===== config.mk =====
export PLATFORM = sky130hd
export DESIGN_NAME = ssp_tx_port
export DESIGN_NICKNAME = d
export VERILOG_FILES = /design/src/ssp_pkg.sv /design/src/ssp_sync2.sv /design/src/ssp_fifo_mem.sv /design/src/ssp_tx_port.sv
export SDC_FILE = /design/constraint.sdc
export NUM_CORES = 1
export LEC_CHECK = 0
export ABC_CLOCK_PERIOD_IN_PS = 4400
export BUFFER_PORTS_ARGS = -buffer_cell sky130_fd_sc_hd__buf_2
export CAP_MARGIN = 10
export CORE_MARGIN = 5
export CORE_UTILIZATION = 40
export CTS_CLUSTER_SIZE = 8
export DETAILED_ROUTE_END_ITERATION = 10
export PLACE_DENSITY = 0.66
export SYNTH_ARGS = -nofsm -noshare
export SYNTH_HDL_FRONTEND = slang
export SYNTH_SLANG_ARGS = --single-unit
export TNS_END_PERCENT = 50

===== constraint.sdc =====
create_clock -name mclk -period 4.4 [get_ports mclk]
set_clock_uncertainty 0.2 [all_clocks]
set_input_delay 0.66 -clock mclk [delete_from_list [all_inputs] [get_ports mclk]]
set_output_delay 0.66 -clock mclk [all_outputs]
set_load 0.05 [all_outputs]

===== src/ssp_pkg.sv =====
`default_nettype none
package ssp_pkg;
  // -----------------------------------------------------------------
  // register indices; byte address is four times the index
  // -----------------------------------------------------------------
  localparam logic [3:0] IDX_TX_PORT    = 4'h2;
  localparam logic [3:0] IDX_CONTROL    = 4'h4;
  localparam logic [3:0] IDX_STATUS     = 4'h6;
  localparam logic [3:0] IDX_FIFO_CTRL  = 4'h8;
  localparam logic [3:0] IDX_FIFO_COUNT = 4'ha;
  // -----------------------------------------------------------------
  // serial_control field positions
  // -----------------------------------------------------------------
  localparam int unsigned CB_RX_EN   = 0;
  localparam int unsigned CB_TX_EN   = 1;
  localparam int unsigned CB_RX_IE   = 2;
  localparam int unsigned CB_TX_IE   = 3;
  localparam int unsigned CB_LEN     = 4;
  localparam int unsigned CB_SE      = 5;
  localparam int unsigned CB_TM      = 6;
  localparam int unsigned CB_RC_IE   = 8;
  localparam int unsigned CB_TC_IE   = 9;
  localparam int unsigned CB_DMA     = 10;
  localparam logic [15:0] CTRL_WMASK = 16'h077f;
  localparam logic [15:0] CTRL_RESET = 16'h0000;
  // -----------------------------------------------------------------
  // serial_status, fifo_control_reg, fifo_count_reg layouts
  // -----------------------------------------------------------------
  localparam int unsigned SB_TX_LOW   = 1;
  localparam int unsigned SB_UNDERRUN = 3;
  localparam logic [15:0] STAT_RESET  = 16'h0002;
  localparam int unsigned FB_RX_CLR   = 0;
  localparam int unsigned FB_TX_CLR   = 1;
  localparam int unsigned FB_WM_LO    = 12;
  localparam logic [15:0] FCTL_RESET  = 16'h0000;
  localparam int unsigned NB_TX_CNT   = 8;
  // -----------------------------------------------------------------
  // word shape and fifo
  // -----------------------------------------------------------------
  localparam int unsigned FIFO_DEPTH = 16;
  localparam int unsigned WORD_W     = 16;
  localparam logic [3:0]  LAST_BIT_8  = 4'h7;
  localparam logic [3:0]  LAST_BIT_16 = 4'hf;
  typedef enum logic [1:0] {ST_IDLE, ST_SYNC, ST_SHIFT} ssp_state_t;
endpackage
`default_nettype wire


===== src/ssp_sync2.sv =====
`timescale 1ns/1ps
`default_nettype none
module ssp_sync2 #(
  parameter int unsigned W = 1
) (
  input  wire logic         mclk,
  input  wire logic         rst_n,
  input  wire logic [W-1:0] async_in,
  output logic      [W-1:0] sync_out
);
  logic [W-1:0] stage1;
  // -----------------------------------------------------------------
  // two-flop synchroniser; stage1 feeds only stage two
  // -----------------------------------------------------------------
  always_ff @(posedge mclk) begin
    if (!rst_n) begin
      stage1   <= '0;
      sync_out <= '0;
    end else begin
      stage1   <= async_in;
      sync_out <= stage1;
    end
  end
endmodule
`default_nettype wire


===== src/ssp_fifo_mem.sv =====
`timescale 1ns/1ps
`default_nettype none
module ssp_fifo_mem #(
  parameter int unsigned W  = 16,
  parameter int unsigned D  = 16,
  parameter int unsigned AW = $clog2(D)
) (
  input  wire logic          mclk,
  input  wire logic          wr_en,
  input  wire logic [AW-1:0] wr_addr,
  input  wire logic [W-1:0]  wr_data,
  input  wire logic [AW-1:0] rd_addr,
  output logic      [W-1:0]  rd_data
);
  logic [W-1:0] mem [D];
  // -----------------------------------------------------------------
  // storage; read data registered, one cycle behind the address
  // -----------------------------------------------------------------
  always_ff @(posedge mclk) begin
    if (wr_en) begin
      mem[wr_addr] <= wr_data;
    end
    rd_data <= mem[rd_addr];
  end
endmodule
`default_nettype wire


===== src/ssp_tx_port.sv =====
// Implementation choices: the Avalon-MM register port and the address map.
`timescale 1ns/1ps
`default_nettype none
// Overview of operation
// - sixteen by sixteen bit transmit fifo
// - pop at or below watermark sets flag
// - enable and flag raise transmit request
// - dma write above watermark clears flag
// - fifo empty after reset and clear
// - control resets zero, reserved bits zero
// - routing bit steers data requests dma
// - bits nine, eight gate control interrupts
// - sync source selects pin input or output
// - interval internal sync stops at empty
// - continuous syncs once, interval every word
// - length bit picks eight or sixteen
// - bit two gates receive data request
// - transmit disable floats data, own sync
// - status resets 0002, clear reinitialises flags
// - empty fifo at word start flags underrun
module ssp_tx_port (
  input  wire logic         mclk,
  input  wire logic         rst_n,
  input  wire logic [5:0]   avs_address,
  input  wire logic         avs_read,
  input  wire logic         avs_write,
  input  wire logic [31:0]  avs_writedata,
  input  wire logic [3:0]   avs_byteenable,
  output logic      [31:0]  avs_readdata,
  output logic              avs_waitrequest,
  input  wire logic         bus_is_dma,
  input  wire logic         tx_sclk_pin,
  input  wire logic         tx_sync_in,
  output logic              tx_sync_out,
  output logic              tx_sync_oe,
  output logic              tx_serial_out,
  output logic              tx_serial_oe,
  input  wire logic         tx_ctrl_empty_flag,
  input  wire logic         rx_ctrl_full_flag,
  input  wire logic         rx_fifo_level_flag,
  output logic              cpu_tx_irq,
  output logic              dma_tx_req,
  output logic              cpu_rx_irq,
  output logic              dma_rx_req,
  output logic              cpu_ctrl_irq,
  output logic              tx_error_irq,
  output logic              rx_enable,
  output logic              word_length,
  output logic              rx_fifo_clear
);
  import ssp_pkg::*;

  localparam int unsigned AW = $clog2(FIFO_DEPTH);

  logic [15:0]       ctrl;
  logic [15:0]       fctl;
  logic              tx_low;
  logic              underrun;
  logic [AW:0]       count;
  logic [AW-1:0]     wr_ptr;
  logic [AW-1:0]     rd_ptr;
  logic [WORD_W-1:0] fifo_rdata;
  logic              last_push;
  logic [AW-1:0]     last_push_addr;
  logic [WORD_W-1:0] last_push_word;
  logic [WORD_W-1:0] shreg;
  logic [3:0]        bit_cnt;
  ssp_state_t        state;
  logic [1:0]        pins_s;
  logic              sclk_d;

  // -----------------------------------------------------------------
  // control field decode
  // -----------------------------------------------------------------
  wire       te        = ctrl[CB_TX_EN];
  wire       tx_irq_enable       = ctrl[CB_TX_IE];
  wire       dl        = ctrl[CB_LEN];
  wire       se        = ctrl[CB_SE];
  wire       tm        = ctrl[CB_TM];
  wire       dma_routing_select     = ctrl[CB_DMA];
  wire       tx_clr    = fctl[FB_TX_CLR];
  wire [3:0] watermark = fctl[FB_WM_LO+3:FB_WM_LO];
  wire [4:0] wm_ext    = {1'b0, watermark};

  // -----------------------------------------------------------------
  // bus decode; one wait cycle, completion when waitrequest is low
  // -----------------------------------------------------------------
  wire       req      = avs_read | avs_write;
  wire [3:0] idx      = avs_address[5:2];
  wire       aligned  = (avs_address[1:0] == 2'b00);
  wire       wr_done  = avs_write & ~avs_waitrequest & aligned;
  wire       wr_tx    = wr_done & (idx == IDX_TX_PORT);
  wire       wr_ctrl  = wr_done & (idx == IDX_CONTROL);
  wire       wr_stat  = wr_done & (idx == IDX_STATUS);
  wire       wr_fctl  = wr_done & (idx == IDX_FIFO_CTRL);
  wire [15:0] lane_m  = {{8{avs_byteenable[1]}}, {8{avs_byteenable[0]}}};
  wire [15:0] wdata   = avs_writedata[15:0];
  // 8-bit mode keeps only the low byte of each word
  wire [15:0] tx_word = dl ? wdata : {8'h00, wdata[7:0]};

  // -----------------------------------------------------------------
  // read mux; unmapped and write-only locations read zero
  // -----------------------------------------------------------------
  wire [15:0] stat_view = ({15'h0, tx_low} << SB_TX_LOW)
                        | ({15'h0, underrun} << SB_UNDERRUN);
  wire [15:0] cnt_view  = {11'h0, count} << NB_TX_CNT;
  wire [15:0] rd_sel    = !aligned               ? 16'h0000 :
                          (idx == IDX_CONTROL)    ? ctrl :
                          (idx == IDX_STATUS)     ? stat_view :
                          (idx == IDX_FIFO_CTRL)  ? fctl :
                          (idx == IDX_FIFO_COUNT) ? cnt_view : 16'h0000;

  // -----------------------------------------------------------------
  // link pins sampled through two flops before any use
  // -----------------------------------------------------------------
  ssp_sync2 #(
    .W (2)
  ) u_pin_sync (
    .mclk     (mclk),
    .rst_n    (rst_n),
    .async_in ({tx_sync_in, tx_sclk_pin}),
    .sync_out (pins_s)
  );

  wire sclk_rise = pins_s[0] & ~sclk_d;
  wire ext_sync  = pins_s[1];

  // -----------------------------------------------------------------
  // word boundary and load decisions
  // -----------------------------------------------------------------
  wire [3:0] last_bit = dl ? LAST_BIT_16 : LAST_BIT_8;
  wire       fifo_any = (count != '0);
  wire       word_end = (state == ST_SHIFT) && (bit_cnt == last_bit);
  // continuous mode chains words with no further sync
  wire       chain    = word_end && !se;
  // external sync taken from the pin only when tm is clear
  wire       ext_go   = (state == ST_IDLE) && !tm && ext_sync;
  wire       load_now = sclk_rise && te && !tx_clr
                      && ((state == ST_SYNC) || ext_go || chain);
  wire       pop      = load_now && fifo_any;
  // starting a word with nothing queued is an underrun
  wire       under_ev = load_now && !fifo_any;
  // interval internal sync only while words are queued
  wire       gen_sync = sclk_rise && te && tm && (state == ST_IDLE)
                      && fifo_any;
  wire       push     = wr_tx && (count < (AW+1)'(FIFO_DEPTH)) && !tx_clr;
  wire [4:0] cnt_next = tx_clr ? 5'h00 : 5'(count + push - pop);

  ssp_fifo_mem #(
    .W (WORD_W),
    .D (FIFO_DEPTH)
  ) u_tx_mem (
    .mclk    (mclk),
    .wr_en   (push),
    .wr_addr (wr_ptr),
    .wr_data (tx_word),
    .rd_addr (rd_ptr),
    .rd_data (fifo_rdata)
  );

  // read register lags a write by one edge; a word written on the last
  // edge is taken from its own copy so a quick load never sends stale data
  wire [WORD_W-1:0] head_word = (last_push && (last_push_addr == rd_ptr))
                              ? last_push_word : fifo_rdata;

  // -----------------------------------------------------------------
  // bus slave handshake and read data
  // -----------------------------------------------------------------
  always_ff @(posedge mclk) begin
    if (!rst_n) begin
      avs_waitrequest <= 1'b1;
      avs_readdata    <= 32'h0000_0000;
    end else begin
      avs_waitrequest <= !(req && avs_waitrequest);
      if (avs_read && avs_waitrequest) begin
        avs_readdata <= {16'h0000, rd_sel};
      end
    end
  end

  // -----------------------------------------------------------------
  // control and fifo control registers
  // -----------------------------------------------------------------
  always_ff @(posedge mclk) begin
    if (!rst_n) begin
      ctrl <= CTRL_RESET;
      fctl <= FCTL_RESET;
    end else begin
      if (wr_ctrl) begin
        // reserved bits never store, so they read zero
        ctrl <= (ctrl & ~(lane_m & CTRL_WMASK)) | (wdata & lane_m & CTRL_WMASK);
      end
      if (wr_fctl) begin
        fctl <= (fctl & ~lane_m) | (wdata & lane_m);
      end
    end
  end

  // -----------------------------------------------------------------
  // fifo pointers and count; clear holds it empty
  // -----------------------------------------------------------------
  always_ff @(posedge mclk) begin
    if (!rst_n || tx_clr) begin
      wr_ptr <= '0;
      rd_ptr <= '0;
      count  <= '0;
      last_push      <= 1'b0;
      last_push_addr <= '0;
      last_push_word <= '0;
    end else begin
      last_push      <= push;
      last_push_addr <= wr_ptr;
      last_push_word <= tx_word;
      if (push) begin
        wr_ptr <= wr_ptr + 1'b1;
      end
      if (pop) begin
        rd_ptr <= rd_ptr + 1'b1;
      end
      count <= cnt_next;
    end
  end

  // -----------------------------------------------------------------
  // status flags; hardware set beats a software zero write
  // -----------------------------------------------------------------
  always_ff @(posedge mclk) begin
    if (!rst_n || tx_clr) begin
      tx_low   <= STAT_RESET[SB_TX_LOW];
      underrun <= STAT_RESET[SB_UNDERRUN];
    end else begin
      if (pop && (cnt_next <= wm_ext)) begin
        tx_low <= 1'b1;
      end else if (push && bus_is_dma && (cnt_next > wm_ext)) begin
        tx_low <= 1'b0;
      end else if (wr_stat && avs_byteenable[0] && !wdata[SB_TX_LOW]
                   && (count > wm_ext)) begin
        tx_low <= 1'b0;
      end
      if (under_ev) begin
        underrun <= 1'b1;
      end else if (wr_stat && avs_byteenable[0] && !wdata[SB_UNDERRUN]) begin
        underrun <= 1'b0;
      end
    end
  end

  // -----------------------------------------------------------------
  // transmit engine, stepped on rising serial clock edges
  // -----------------------------------------------------------------
  always_ff @(posedge mclk) begin
    if (!rst_n) begin
      state       <= ST_IDLE;
      sclk_d      <= 1'b0;
      shreg       <= '0;
      bit_cnt     <= 4'h0;
      tx_sync_out <= 1'b0;
    end else begin
      sclk_d <= pins_s[0];
      if (!te || tx_clr) begin
        state       <= ST_IDLE;
        tx_sync_out <= 1'b0;
      end else if (load_now) begin
        // empty fifo shifts zeros rather than stale data
        shreg       <= fifo_any ? head_word : '0;
        bit_cnt     <= 4'h0;
        state       <= ST_SHIFT;
        tx_sync_out <= 1'b0;
      end else if (gen_sync) begin
        tx_sync_out <= 1'b1;
        state       <= ST_SYNC;
      end else if (sclk_rise && word_end) begin
        state <= ST_IDLE;
      end else if (sclk_rise && (state == ST_SHIFT)) begin
        shreg   <= shreg << 1;
        bit_cnt <= bit_cnt + 4'h1;
      end
    end
  end

  // -----------------------------------------------------------------
  // pin drivers and requests, all registered
  // -----------------------------------------------------------------
  always_ff @(posedge mclk) begin
    if (!rst_n) begin
      tx_serial_out <= 1'b0;
      tx_serial_oe  <= 1'b0;
      tx_sync_oe    <= 1'b0;
      cpu_tx_irq    <= 1'b0;
      dma_tx_req    <= 1'b0;
      cpu_rx_irq    <= 1'b0;
      dma_rx_req    <= 1'b0;
      cpu_ctrl_irq  <= 1'b0;
      tx_error_irq  <= 1'b0;
      rx_enable     <= 1'b0;
      word_length   <= 1'b0;
      rx_fifo_clear <= 1'b0;
    end else begin
      // msb of the active length leads the word
      tx_serial_out <= dl ? shreg[15] : shreg[7];
      tx_serial_oe  <= te;
      tx_sync_oe    <= te & tm;
      cpu_tx_irq    <= tx_irq_enable & tx_low & ~dma_routing_select;
      dma_tx_req    <= tx_irq_enable & tx_low & dma_routing_select;
      cpu_rx_irq    <= ctrl[CB_RX_IE] & rx_fifo_level_flag & ~dma_routing_select;
      dma_rx_req    <= ctrl[CB_RX_IE] & rx_fifo_level_flag & dma_routing_select;
      // control word events only reach the cpu
      cpu_ctrl_irq  <= (ctrl[CB_TC_IE] & tx_ctrl_empty_flag)
                     | (ctrl[CB_RC_IE] & rx_ctrl_full_flag);
      tx_error_irq  <= underrun;
      rx_enable     <= ctrl[CB_RX_EN];
      word_length   <= dl;
      rx_fifo_clear <= fctl[FB_RX_CLR];
    end
  end
endmodule
`default_nettype wire


==> results.sh <==
export IMPL_chipWidth_um=207
export IMPL_post_cts_repair_setup_buffers=0
export IMPL_numCtsBuffers=54
export IMPL_hold_viol=0
export IMPL_yosys_area_share_simple_pct=7.52
export IMPL_cts_resized_gates=0
export IMPL_drt_drc_violations_left=0
export IMPL_combPwrFrac_pct=1.6
export IMPL_grt_pass1_vias=8864
export IMPL_transition_time_at_the_pin_with_the_least_slew_margin_ns=1.14
export IMPL_detailedRoute_firstPassIterationCount=5
export IMPL_slew_viol_final=0
export IMPL_synth_enable_flop_cells=256
export IMPL_grt_util_all_layers_pct=16.3
export IMPL_cell_types_occupying_the_most_area_after_synthesis="sky130_fd_sc_hd__edfxtp_1 (50%), sky130_fd_sc_hd__dfxtp_1 (17%), sky130_fd_sc_hd__mux2i_1 (6.2%)"
export IMPL_synth_compound_area_share_pct=7.01
export IMPL_floorplan_core_area_um2=38500
export IMPL_wl_per_cell_um=20.5
export IMPL_slew_headroom_pct=23.5
export IMPL_final_cell_mix="sky130_fd_sc_hd__edfxtp_1 (256), sky130_fd_sc_hd__dfxtp_1 (133), sky130_fd_sc_hd__mux2i_1 (95)"
export IMPL_total_leakage_power_uw=0.00638
export IMPL_drt_initial_drc_count=743
export IMPL_final_period_utilization_pct=85.8
export IMPL_vdd_ir_drop_worst_mv=0.322
export IMPL_power_sequential_fraction_pct=50.4
export IMPL_netSwitchingFraction_pct=19.8
export IMPL_fillCellCount=3370
export IMPL_die_area_um2=42700
export IMPL_number_of_top_level_design_ports=98
export IMPL_ys_dominant_reg_cell="sky130_fd_sc_hd__edfxtp_1"
export IMPL_grt_overflow_total=0
export IMPL_wirelength_um=35000
export IMPL_antenna_cells=0
export IMPL_grt_max_degree=100
export IMPL_critical_path_peak_fanout=5
export IMPL_holdWs_ns=0.121
export IMPL_worst_setup_path_type="reg2reg"
export IMPL_synth_xor_xnor_area_share_pct=0.956
export IMPL_pwr_share_clk_pct=48.0
export IMPL_synth_cells=1054
export IMPL_final_critical_period_ns=3.77
export IMPL_grt_first_pass_wirelength_um=53000
export IMPL_initial_standard_cell_utilization_of_the_core_pct=40.2
export IMPL_placement_io_buffers=63
export IMPL_achievable_freq_ghz=0.265
export IMPL_ctsHoldBuffers=0
export IMPL_drt_via_density=5.23
export IMPL_ctsLongestPathBuffers=3
export IMPL_synth_adder_area_share_pct=1.75
export IMPL_die_height_um=207
export IMPL_grt_setup_unrepaired="false"
export IMPL_synth_top_cell_area_share_pct=49.8
export IMPL_end_kind="register"
export IMPL_timing_final_setup_violations=0
export IMPL_worstSetupStartpointType="register"
export IMPL_cts_tree="built"
export IMPL_critical_path_arrival_ns=3.95
export IMPL_h_tree_depth=2
export IMPL_post_synthesis_mux_area_share_pct=12.3
export IMPL_drive_above_1_share_pct=20.3
export IMPL_cellInternalPower_uw=6210
export IMPL_hold_class="in2reg"
export IMPL_routed_via_count=8933
export IMPL_ff_latch_count_synth=391
export IMPL_antenna_left=0
export IMPL_clk_insertion_delay_late_ns=0.55
export IMPL_synth_sequential_area_ratio_pct=67.3
export IMPL_synth_async_reset_ratio_pct=0
export IMPL_leading_cell_type_in_the_layout_fill_and_taps_excluded="sky130_fd_sc_hd__edfxtp_1"
export IMPL_nets=1228
export IMPL_yosys_cell_types_count=61
export IMPL_result_of_the_run="complete, no violations"
export IMPL_clk_root_buffer_cell="sky130_fd_sc_hd__clkbuf_16"
export IMPL_powerDensity_nw_per_um2=432
export IMPL_post_synth_cell_area_avg_um2=14.7
export IMPL_grt_antenna_before_repair=0
export IMPL_maxCapViolations=0
export IMPL_globalplace_congestion=0.829
export IMPL_clock_transition_at_the_registers_of_the_reported_paths_ns=0.05
export IMPL_clock_sink_count=391
export IMPL_power_net_switching_uw=1540
export IMPL_post_dp_hpwl_um=21500
export IMPL_largest_family_of_logic_cells_by_synthesized_area="multiplexers"
export IMPL_synth_area_um2=15400
export IMPL_synth_largest_area_cell="sky130_fd_sc_hd__edfxtp_1"
export IMPL_num_rows=72
export IMPL_ys_warn_count=0
export IMPL_fin_tns_setup_ns=0
export IMPL_area_delta_synth_final_pct=16.1
export IMPL_worst_endpoint_required_ns=4.58
## registers in the layout (all words and copies together), names as in the netlist, 4 cells and up, named ones only
name and count:
rd_ptr 4, u_tx_mem.rd_data 16, last_push_word 16, shreg 16, count 5, bit_cnt 4
last_push_addr 4, avs_readdata 16, u_tx_mem.mem 256, wr_ptr 4
## power groups by stage
stage                     clock (uW)  sequential [uW]  combinational (uW)
after CTS                       3790             3900                 125
after floorplan                    0             3980                73.9
after global routing            3980             3900                 134
after detailed placement           0             3970                 125
after global placement             0             3970                 123
final                           3720             3900                 125
## worst max-delay path: stages (launching register included)
cell                      delay (ns)
sky130_fd_sc_hd__dfxtp_1        0.35
sky130_fd_sc_hd__inv_1          0.10
sky130_fd_sc_hd__ha_1           0.14
sky130_fd_sc_hd__nor4b_1        0.32
sky130_fd_sc_hd__buf_4          0.22
sky130_fd_sc_hd__a21oi_2        0.04
sky130_fd_sc_hd__buf_4          0.17
sky130_fd_sc_hd__ha_1           0.27
sky130_fd_sc_hd__inv_1          0.04
sky130_fd_sc_hd__ha_1           0.20
sky130_fd_sc_hd__fa_1           0.43
sky130_fd_sc_hd__xnor2_1        0.20
sky130_fd_sc_hd__nor2_1         0.07
sky130_fd_sc_hd__ha_1           0.27
sky130_fd_sc_hd__and2_1         0.14
sky130_fd_sc_hd__o21ai_0        0.09
sky130_fd_sc_hd__a32o_1         0.20
sky130_fd_sc_hd__o21ai_0        0.07
sky130_fd_sc_hd__a31oi_1        0.09
## per-stage QoR
| step | total power (uW) | utilization [%] | cells | setup slack (ns) | area (um2) |
|---|---|---|---|---|---|
| 2_1_floorplan | 4050 | - | 1069 | 0.627 | 15500 |
| 3_3_place_gp | 4100 | 42.7 | 1617 | 0.488 | 16400 |
| 3_5_place_dp | 4100 | 42.7 | 1617 | 0.506 | 16400 |
| 4_1_cts | 7820 | 46.6 | 1708 | 0.669 | 17900 |
| 5_1_grt | 8010 | 46.6 | 1708 | 0.364 | 17900 |
| 6_report | 7750 | 46.6 | 1708 | 0.627 | 17900 |
## final timing paths
kind                                         from                           endpoint  slack (ns)  cells after the start
setup / recovery              count[2]$_SDFF_PP0_                tx_low$_SDFFE_PP1P_        0.63                     18
hold / removal                         tx_sync_in    u_pin_sync.stage1[1]$_SDFF_PN0_        0.12                      2
setup reg to reg              count[2]$_SDFF_PP0_                tx_low$_SDFFE_PP1P_        0.63                     18
hold reg to reg   u_pin_sync.stage1[1]$_SDFF_PN0_  u_pin_sync.sync_out[1]$_SDFF_PN0_        0.25                      1
## cells by family (layout without fill, tap and decap cells)
| family | Yosys count | count (layout) |
|---|---|---|
| flip-flops | 391 | 391 |
| buffers and inverters | 100 | 221 |
| multiplexers | 147 | 147 |
| adder cells (fa/ha/maj) | 21 | 21 |
| AND/OR/NAND/NOR | 230 | 230 |
| XOR/XNOR | 16 | 16 |
| other | 1 | 16 |
| AO/OA/AOI/OAI | 148 | 148 |
## cells in the mapped netlist, types with 2 or more instances
| cell type | number |
|---|---|
| sky130_fd_sc_hd__and3_1 | 10 |
| sky130_fd_sc_hd__nand2_1 | 54 |
| sky130_fd_sc_hd__xor2_1 | 6 |
| sky130_fd_sc_hd__ha_1 | 20 |
| sky130_fd_sc_hd__o221ai_2 | 9 |
| sky130_fd_sc_hd__a221oi_1 | 16 |
| sky130_fd_sc_hd__nor2_1 | 77 |
| sky130_fd_sc_hd__edfxtp_1 | 256 |
| sky130_fd_sc_hd__and2_1 | 35 |
| sky130_fd_sc_hd__nor2b_1 | 5 |
| sky130_fd_sc_hd__mux2i_1 | 95 |
| sky130_fd_sc_hd__mux2_2 | 20 |
| sky130_fd_sc_hd__xnor2_1 | 9 |
| sky130_fd_sc_hd__nand4bb_1 | 2 |
| sky130_fd_sc_hd__nand3_1 | 12 |
| sky130_fd_sc_hd__nor4b_2 | 2 |
| sky130_fd_sc_hd__o21ai_0 | 41 |
| sky130_fd_sc_hd__nor3b_1 | 2 |
| sky130_fd_sc_hd__buf_6 | 4 |
| sky130_fd_sc_hd__a222oi_1 | 5 |
| sky130_fd_sc_hd__a2bb2oi_1 | 2 |
| sky130_fd_sc_hd__a211oi_1 | 4 |
| sky130_fd_sc_hd__o22a_1 | 2 |
| sky130_fd_sc_hd__mux4_2 | 32 |
| sky130_fd_sc_hd__and2_0 | 2 |
| sky130_fd_sc_hd__nand4_1 | 3 |
| sky130_fd_sc_hd__buf_1 | 7 |
| sky130_fd_sc_hd__o211ai_1 | 2 |
| sky130_fd_sc_hd__buf_4 | 20 |
| sky130_fd_sc_hd__inv_1 | 34 |
| sky130_fd_sc_hd__clkbuf_1 | 24 |
| sky130_fd_sc_hd__dfxtp_1 | 135 |
| sky130_fd_sc_hd__a21oi_1 | 26 |
| sky130_fd_sc_hd__nor4_1 | 2 |
| sky130_fd_sc_hd__o221ai_1 | 6 |
| sky130_fd_sc_hd__buf_2 | 11 |
| sky130_fd_sc_hd__nor3_1 | 6 |
| sky130_fd_sc_hd__a22oi_1 | 25 |
| sky130_fd_sc_hd__nand2b_1 | 6 |
| sky130_fd_sc_hd__nor4b_1 | 4 |
## layout make-up
| class | instances | area [um2] | share of cell area (%) |
|---|---|---|---|
| sequential | 391 | 10400 | 58.0 |
| multi-input combinational | 578 | 4670 | 26.1 |
| clock buffer | 90 | 1510 | 8.41 |
| tap | 518 | 648 | 3.61 |
| timing repair buffer | 96 | 576 | 3.21 |
| inverter | 34 | 128 | 0.712 |
| clock inverter | 1 | 8.76 | 0.0488 |
## per-layer routing
layer | vias up | track usage [%] | share of wire, %
li1 | 4145 | - | -
met1 | 4516 | 23.4 | 46
met2 | 228 | 25.8 | 47
met3 | 44 | 3.00 | 5.2
met4 | 0 | 4.21 | 1.8
met5 | - | 0 | 0
Power figures use the tool's default switching activity.
